<file path="config.mk">
export PLATFORM = sky130hd
export DESIGN_NAME = cob_object_bank
export DESIGN_NICKNAME = d
export VERILOG_FILES = /design/src/rtl/cob_object_bank.v
export VERILOG_INCLUDE_DIRS = /design/src /design/src/rtl
export SDC_FILE = /design/constraint.sdc
export NUM_CORES = 2
export LEC_CHECK = 0
export BUFFER_PORTS_ARGS = -buffer_cell sky130_fd_sc_hd__clkbuf_2
export CORE_AREA = 2 2 368 461
export DETAILED_ROUTE_END_ITERATION = 8
export DIE_AREA = 0 0 370 463
export SYNTH_ARGS = -nofsm -noshare
export SYNTH_HDL_FRONTEND = slang
export SYNTH_SLANG_ARGS = --single-unit
export TNS_END_PERCENT = 30
</file>
<file path="constraint.sdc">
create_clock -name clock -period 11 [get_ports clock]
set_input_delay 0 -clock clock [delete_from_list [all_inputs] [get_ports clock]]
set_output_delay 0 -clock clock [all_outputs]
set_load 0.02 [all_outputs]
</file>
<file path="src/rtl/cob_defines.vh">
// Constants for the communication object bank
// Assumes inclusion by bare name from rtl files
`ifndef COB_DEFINES_VH
`define COB_DEFINES_VH
`define COB_IDX_DEVTYPE 16'h1000
`define COB_IDX_ERRFLAGS 16'h1001
`define COB_IDX_ERRHIST 16'h1003
`define COB_IDX_SYNCID 16'h1005
`define COB_IDX_SYNCPER 16'h1006
`define COB_IDX_NAME 16'h1008
`define COB_IDX_HWVER 16'h1009
`define COB_IDX_FWVER 16'h100a
`define COB_PROFILE 16'h0191
`define COB_HIST_DEPTH 4'h a
`define COB_SYNCID_RST 32'h0000_0080
`define COB_SYNCID_MASK 32'h4000_07ff
`define COB_SYNCID_PRODUCE 30
`define COB_EF_VENDOR 7
`define COB_EF_COMM 4
`define COB_EF_GENERIC 0
`define COB_TYPE_MAX 8'hf0
`define COB_CYC_PER_US 8'h c8
`define COB_LIMIT_US 32'h0001_5f90
`define COB_STR_LEN 5'h10
`define COB_ST_IDLE 3'h1
`define COB_ST_SEG 3'h2
`define COB_ST_DONE 3'h4
`define COB_ST_W 3
`endif

</file>
<file path="src/rtl/cob_object_bank.v">
// Object dictionary bank: device class, error flags, error history,
// sync identifier, sync interval watchdog, and segmented id strings.
// Assumes a service-data front end that decodes index/sub-index requests.
`timescale 1ns/10ps
`default_nettype none
`include "cob_defines.vh"
module cob_object_bank (
   input wire clock,
   input wire reset,
   input wire has_dig_in,
   input wire has_dig_out,
   input wire has_ana_in,
   input wire has_ana_out,
   input wire err_event,
   input wire [15:0] err_code,
   input wire [15:0] err_add_code,
   input wire err_vendor,
   input wire err_comm,
   input wire sync_rx,
   input wire sync_pdo_active,
   input wire all_pdo_sync,
   input wire [7:0] lowest_tx_type,
   input wire req_valid,
   input wire req_write,
   input wire [15:0] req_index,
   input wire [7:0] req_sub,
   input wire [31:0] req_wdata,
   input wire seg_next,
   input wire [127:0] name_str,
   input wire [127:0] hw_str,
   input wire [127:0] fw_str,
   output reg rsp_valid,
   output reg rsp_abort,
   output reg rsp_segmented,
   output reg [7:0] rsp_byte,
   output reg rsp_byte_valid,
   output reg rsp_last,
   output reg [31:0] rsp_data,
   output reg sync_fault,
   output reg io_update
);
   ////////////////////////////////////////////////////////////////////////
   // Storage
   reg [31:0] hist_r [1:10];
   reg [3:0] hist_cnt_r;
   reg [7:0] err_flags_r;
   reg [31:0] sync_id_r;
   reg [31:0] sync_per_r;
   reg [31:0] us_cnt_r;
   reg [7:0] pre_cnt_r;
   reg [`COB_ST_W-1:0] state_r;
   reg [127:0] str_r;
   reg [4:0] seg_idx_r;
   wire hist_clear;
   wire req_take;
   wire per_set;
   wire [31:0] dev_class;
   wire [32:0] limit_us;
   wire [39:0] cycle_us;
   wire imm_ok;
   reg [31:0] rd_word;
   reg rd_ok;
   reg wr_ok;
   reg is_str;

   assign dev_class = {12'h000, has_ana_out, has_ana_in, has_dig_out, has_dig_in,
                       `COB_PROFILE};
   // Requests count only while idle; string reads hold further requests off
   assign req_take = req_valid && state_r == `COB_ST_IDLE;
   assign per_set = sync_per_r != 32'h0000_0000;
   assign hist_clear = req_take && req_write && req_index == `COB_IDX_ERRHIST && req_sub == 8'h00
                       && req_wdata == 32'h0000_0000;
   assign limit_us = {1'b0, sync_per_r} + {2'b00, sync_per_r[31:1]};
   assign cycle_us = sync_per_r * lowest_tx_type;
   assign imm_ok = all_pdo_sync && lowest_tx_type <= `COB_TYPE_MAX && per_set
                   && cycle_us < {8'h00, `COB_LIMIT_US};

   ////////////////////////////////////////////////////////////////////////
   // Error history, pushed at sub-index 1
   // An error in the same cycle wins over a clear
   genvar gi;
   generate
      for (gi = 1; gi <= `COB_HIST_DEPTH; gi = gi + 1) begin : g_hist
         if (gi == 1) begin : g_head
            always @(posedge clock) begin
               if (reset) begin
                  hist_r[gi] <= 32'h0000_0000;
               end else if (err_event) begin
                  hist_r[gi] <= {err_add_code, err_code};
               end else if (hist_clear) begin
                  hist_r[gi] <= 32'h0000_0000;
               end
            end
         end else begin : g_tail
            always @(posedge clock) begin
               if (reset) begin
                  hist_r[gi] <= 32'h0000_0000;
               end else if (err_event) begin
                  hist_r[gi] <= hist_r[gi-1];
               end else if (hist_clear) begin
                  hist_r[gi] <= 32'h0000_0000;
               end
            end
         end
      end
   endgenerate

   always @(posedge clock) begin
      if (reset) begin
         hist_cnt_r <= 4'h0;
         err_flags_r <= 8'h00;
      end else begin
         if (err_event) begin
            if (hist_cnt_r != `COB_HIST_DEPTH) begin
               hist_cnt_r <= hist_cnt_r + 4'h1;
            end else begin
               hist_cnt_r <= hist_cnt_r;
            end
            err_flags_r[`COB_EF_GENERIC] <= 1'b1;
            if (err_vendor) begin
               err_flags_r[`COB_EF_VENDOR] <= 1'b1;
            end
            if (err_comm) begin
               err_flags_r[`COB_EF_COMM] <= 1'b1;
            end
         end else if (hist_clear) begin
            hist_cnt_r <= 4'h0;
         end
      end
   end

   ////////////////////////////////////////////////////////////////////////
   // Sync watchdog and immediate update
   // Counts microseconds; faults once one and a half intervals pass
   always @(posedge clock) begin
      if (reset) begin
         us_cnt_r <= 32'h0000_0000;
         pre_cnt_r <= 8'h00;
         sync_fault <= 1'b0;
         io_update <= 1'b0;
      end else begin
         io_update <= sync_rx && imm_ok;
         if (sync_rx || !per_set || !sync_pdo_active) begin
            us_cnt_r <= 32'h0000_0000;
            pre_cnt_r <= 8'h00;
         end else if (pre_cnt_r == `COB_CYC_PER_US - 8'h01) begin
            pre_cnt_r <= 8'h00;
            if (us_cnt_r != 32'hffff_ffff) begin
               us_cnt_r <= us_cnt_r + 32'h0000_0001;
            end
            if ({1'b0, us_cnt_r} + 33'h0_0000_0001 >= limit_us) begin
               sync_fault <= 1'b1;
            end
         end else begin
            pre_cnt_r <= pre_cnt_r + 8'h01;
         end
      end
   end

   ////////////////////////////////////////////////////////////////////////
   // Read decode
   always @* begin
      rd_word = 32'h0000_0000;
      rd_ok = 1'b1;
      wr_ok = 1'b0;
      is_str = 1'b0;
      case (req_index)
         `COB_IDX_DEVTYPE: begin
            rd_word = dev_class;
         end
         `COB_IDX_ERRFLAGS: begin
            rd_word = {24'h00_0000, err_flags_r};
         end
         `COB_IDX_ERRHIST: begin
            if (req_sub == 8'h00) begin
               rd_word = {28'h000_0000, hist_cnt_r};
               wr_ok = req_wdata == 32'h0000_0000;
            end else if (req_sub <= {4'h0, hist_cnt_r}) begin
               rd_word = hist_r[req_sub[3:0]];
            end else begin
               rd_ok = 1'b0;
            end
         end
         `COB_IDX_SYNCID: begin
            rd_word = sync_id_r;
            wr_ok = 1'b1;
         end
         `COB_IDX_SYNCPER: begin
            rd_word = sync_per_r;
            wr_ok = 1'b1;
         end
         `COB_IDX_NAME, `COB_IDX_HWVER, `COB_IDX_FWVER: is_str = 1'b1;
         default: rd_ok = 1'b0;
      endcase
   end

   ////////////////////////////////////////////////////////////////////////
   // Writes and answers
   always @(posedge clock) begin
      if (reset) begin
         sync_id_r <= `COB_SYNCID_RST;
         sync_per_r <= 32'h0000_0000;
         state_r <= `COB_ST_IDLE;
         rsp_valid <= 1'b0;
         rsp_abort <= 1'b0;
         rsp_segmented <= 1'b0;
         rsp_byte <= 8'h00;
         rsp_byte_valid <= 1'b0;
         rsp_last <= 1'b0;
         rsp_data <= 32'h0000_0000;
         str_r <= 128'h0;
         seg_idx_r <= 5'h00;
      end else begin
         rsp_valid <= 1'b0;
         rsp_byte_valid <= 1'b0;
         rsp_last <= 1'b0;
         case (state_r)
            `COB_ST_IDLE: begin
               if (req_valid) begin
                  rsp_abort <= 1'b0;
                  rsp_segmented <= 1'b0;
                  if (req_write) begin
                     rsp_valid <= 1'b1;
                     if (!wr_ok || !rd_ok) begin
                        rsp_abort <= 1'b1;
                     end else if (req_index == `COB_IDX_SYNCID) begin
                        sync_id_r <= req_wdata & `COB_SYNCID_MASK & ~(32'h1 << `COB_SYNCID_PRODUCE);
                     end else if (req_index == `COB_IDX_SYNCPER) begin
                        sync_per_r <= req_wdata;
                     end
                  end else if (is_str) begin
                     rsp_segmented <= 1'b1;
                     case (req_index)
                        `COB_IDX_NAME: begin
                           str_r <= name_str;
                        end
                        `COB_IDX_HWVER: begin
                           str_r <= hw_str;
                        end
                        default: begin
                           str_r <= fw_str;
                        end
                     endcase
                     seg_idx_r <= 5'h00;
                     state_r <= `COB_ST_SEG;
                  end else begin
                     rsp_valid <= 1'b1;
                     rsp_abort <= !rd_ok;
                     rsp_data <= rd_word; // byte 0 is bits 7:0
                  end
               end
            end
            `COB_ST_SEG: begin
               // One byte per seg_next, least significant first
               if (seg_next) begin
                  rsp_byte <= str_r[7:0];
                  str_r <= {8'h00, str_r[127:8]};
                  rsp_byte_valid <= 1'b1;
                  seg_idx_r <= seg_idx_r + 5'h01;
                  if (seg_idx_r == `COB_STR_LEN - 5'h01) begin
                     rsp_last <= 1'b1;
                     state_r <= `COB_ST_DONE;
                  end
               end
            end
            `COB_ST_DONE: begin
               rsp_valid <= 1'b1;
               state_r <= `COB_ST_IDLE;
            end
            default: state_r <= `COB_ST_IDLE;
         endcase
      end
   end
endmodule // cob_object_bank
`default_nettype wire

</file>
==> flow_metrics.env <==
export IMPL_outcome="complete, no violations"
export IMPL_vias_per_cell=4.65
export IMPL_power_sequential_fraction_pct=44.6
export IMPL_postRouteWirelength_um=132000
export IMPL_clockRootBuffer="clkbuf_16"
export IMPL_worstMarginPinSlew_ps=1100
export IMPL_vias=33300
export IMPL_firstDrtPassIters=5
export IMPL_setup_worst_path_start_class="flop"
export IMPL_fin_tns_setup_ps=0
export IMPL_power_leakage_nw=20.5
export IMPL_p_clk_share_pct=46.2
export IMPL_worst_r2r_path_depth=18
export IMPL_number_of_enable_flip_flop_cells_after_synthesis=320
export IMPL_slowest_stage="dfxtp_1"
export IMPL_number_of_cell_rows=168
export IMPL_synth_flop_cell="edfxtp_1"
export IMPL_syn_area_um2=39800
export IMPL_htreeDepth=3
export IMPL_post_route_cells_drive_above_1_share_pct=15.5
export IMPL_clock_fmax_mhz=166
export IMPL_buffer_ports_inserted=541
export IMPL_netlist_cell_type_count=85
export IMPL_hold_path_class="primary input to flop"
export IMPL_start_util_pct=23.8
export IMPL_mappedNetlistNets=5052
export IMPL_hold_path_depth=5
export IMPL_drv_slew=0
export IMPL_timing_clock_skew_ps=67.6
export IMPL_required_ps=11540
export IMPL_ant_nets=0
export IMPL_postSynth_asyncResetShare_pct=0
export IMPL_setup_ws_ps=4980
export IMPL_grt_pass1_wl_um=200000
export IMPL_timing_worst_setup_path_type="flop to flop"
export IMPL_gpl_final_weighted_congestion=0.949
export IMPL_grt_max_degree=175
export IMPL_grt_setup_unrepaired="no"
export IMPL_areaGrowthSynthToFinish_pct=25.9
export IMPL_final_setup_viol_count=0
export IMPL_timing_max_slew_rel_slack_pct=26.5
export IMPL_internal_power_mw=4.13
export IMPL_vdd_ir_drop_max_uv=110
export IMPL_cpLargestDelayFamily="adder cells"
export IMPL_first_global_vias=33100
export IMPL_core_area_um2=167000
export IMPL_multi_input_comb_area_um2=22500
export IMPL_swShare_pct=24.8
export IMPL_yosys_warning_total=0
export IMPL_tritoncts="built"
export IMPL_syn_inst=4228
export IMPL_critical_path_arrival_ps=6560
export IMPL_critical_path_max_stage_delay_ps=740
export IMPL_critical_path_buf_inv_count=2
export IMPL_cp_cell_sequence="and2_1 -> fa_1 -> fa_1 -> fa_1 -> inv_1 -> fa_1 -> inv_1 -> ha_1 -> a21oi_1 -> nand2_1 -> a221oi_2 -> o22ai_2 -> o31ai_2 -> nand3b_1 -> mux2i_1 -> nor4_1 -> nand4_1 -> nor4_2"
export IMPL_chip_height_um=463
export IMPL_clock_sinks=593
export IMPL_finish_net_count=5704
export IMPL_grt_antenna_before_repair=18
export IMPL_avgSynthCellArea_um2=9.40
export IMPL_cts_repair_resized=0
export IMPL_maxCapViolCount=0
export IMPL_route_detailed_wl_per_inst_um=18.5
export IMPL_io_pins=542
export IMPL_powerDensity_nw_per_um2=110
export IMPL_hold_violations=0
export IMPL_layout_area_seq_um2=15100
export IMPL_fin_crit_sh_pct=54.8
export IMPL_synth_seq_area_share_pct=37.9
export IMPL_crit_fanout=13
export IMPL_die_area_um2=171000
export IMPL_clk_insertion_delay_late_ps=700
export IMPL_clock_path_buffers=3
export IMPL_critical_path_depth=18
export IMPL_hpwl_um=95900
export IMPL_drt_first_iter_violations=2557
export IMPL_grt_total_usage_pct=15.0
export IMPL_synth_seq_cells=593
export IMPL_critical_path_endpoint_type="flop"
export IMPL_comb_power_share_pct=9.2
export IMPL_drc=0
export IMPL_clk_pin_slew_worst_paths_ps=60
export IMPL_switchingPower_mw=1.36
export IMPL_grt_overflow_total=0
export IMPL_post_route_min_period_ps=6020
export IMPL_die_width_um=370
export IMPL_fill_cells=17500
export IMPL_cp_common_cell="fa_1"
export IMPL_placement_setup_slack_ps=5020
export IMPL_fin_total_pwr_mw=5.49
export IMPL_cts_buffers=73
timing repair:
action | 4_1_cts | 5_1_grt
setup buffers | 0 | 0
endpoints found under the hold margin | 213 | 0
hold buffers | 312 | 0
per-stage QoR:
stage          instances  util, %  cell area, um^2  hold WS [ps]
5_1_grt             7148     29.9            50000          51.9
3_5_place_dp        6703     26.6            44400           239
2_1_floorplan       4228        -            39800           123
6_report            7150     29.9            50000          20.0
4_1_cts             7147     29.9            50000          2.98
3_3_place_gp        6703     26.6            44400           236
power by group through the flow:
stage                     Sequential (mW)  Combinational, mW  Clock (mW)
after floorplan                      2.50              0.229           0
after global placement               2.49              0.414           0
after detailed placement             2.50              0.418           0
after CTS                            2.45              0.508        2.62
after global routing                 2.46              0.551        2.69
final                                2.45              0.506        2.54
cells by family after synthesis:
kind of cell / share of synthesized area (%)
XOR/XNOR: 2.47
flip-flops: 37.9
multiplexers: 6.83
buffers and inverters: 5.60
AO/OA/AOI/OAI: 13.4
adder cells (fa/ha/maj): 13.8
AND/OR/NAND/NOR: 20.0
area by class of cell:
| class | instances | share of cell area, % |
|---|---|---|
| multi-input combinational | 3056 | 45.0 |
| tap | 2210 | 5.53 |
| clock inverter | 37 | 1.11 |
| timing repair buffer | 888 | 12.3 |
| clock buffer | 95 | 3.91 |
| antenna | 3 | 0.0150 |
| inverter | 268 | 2.01 |
| sequential | 593 | 30.1 |
final timing paths:
path / startpoint / to / slack, ps
min: name_str[112] / str_r[112] / 20
max reg2reg: sync_per_r[7] / io_update / 4980
max: sync_per_r[7] / io_update / 4980
min reg2reg: pre_cnt_r[0] / pre_cnt_r[0] / 440
state kept, by name (all words and copies together), names as in the netlist, 3 cells and up:
register / flops
us_cnt_r: 32
rsp_byte: 8
state_r: 3
sync_per_r: 32
hist_cnt_r: 4
str_r: 128
pre_cnt_r: 8
rsp_data: 32
hist_r: 320
err_flags_r: 3
sync_id_r: 11
seg_idx_r: 5
metal layers:
| metal | track usage (%) | wire, um |
|---|---|---|
| met1 | 21.4 | 62000 |
| met2 | 22.8 | 57500 |
| met3 | 3.72 | 10600 |
| met4 | 3.38 | 2160 |
| met5 | 0 | 59 |
cells in the final DEF, fill, tap and decap left out, types with 24 or more instances in the layout:
cell type,instances
dlygate4sd3_1,312
mux4_2,32
a211oi_1,295
buf_4,34
clkbuf_16,73
ha_1,148
o21ai_0,98
nor2_1,425
mux2i_1,198
xnor2_1,49
edfxtp_1,320
a22oi_1,35
a21o_1,28
nand4_1,26
nand3_1,45
and3_1,24
fa_1,181
xor2_1,63
inv_1,268
a21oi_1,214
and2_1,514
nor3_1,140
dfxtp_1,273
clkbuf_2,538
nand2_1,314
cells in the mapped netlist, drive strengths merged, types with 17 or more instances:
library cell	count	area share (%)
nand4	26	0.41
ha	148	4.7
inv	268	2.5
nor4	22	0.36
a211oi	299	5.7
mux2i	198	5.0
and3	24	0.38
mux4	32	1.8
a21o	29	0.55
nand3	48	0.63
xor2	63	1.4
or3	17	0.27
and2	515	8.1
o21ai	104	1.3
xnor2	49	1.1
buf	40	0.51
nand2	315	3.0
dfxtp	273	14
edfxtp	320	24
fa	181	9.1
nor2	427	4.0
a22oi	35	0.66
nor3	144	1.9
a21oi	215	2.7
clkbuf	271	2.6
tightest hold or removal path: cells and delay by family:
| kind | cells | cell delay, ps |
|---|---|---|
| compound gates | 2 | 340 |
| mux | 1 | 150 |
| buf+inv | 1 | 80 |
| simple gates | 1 | 60 |
No activity file was read; power rests on OpenSTA's default activity.
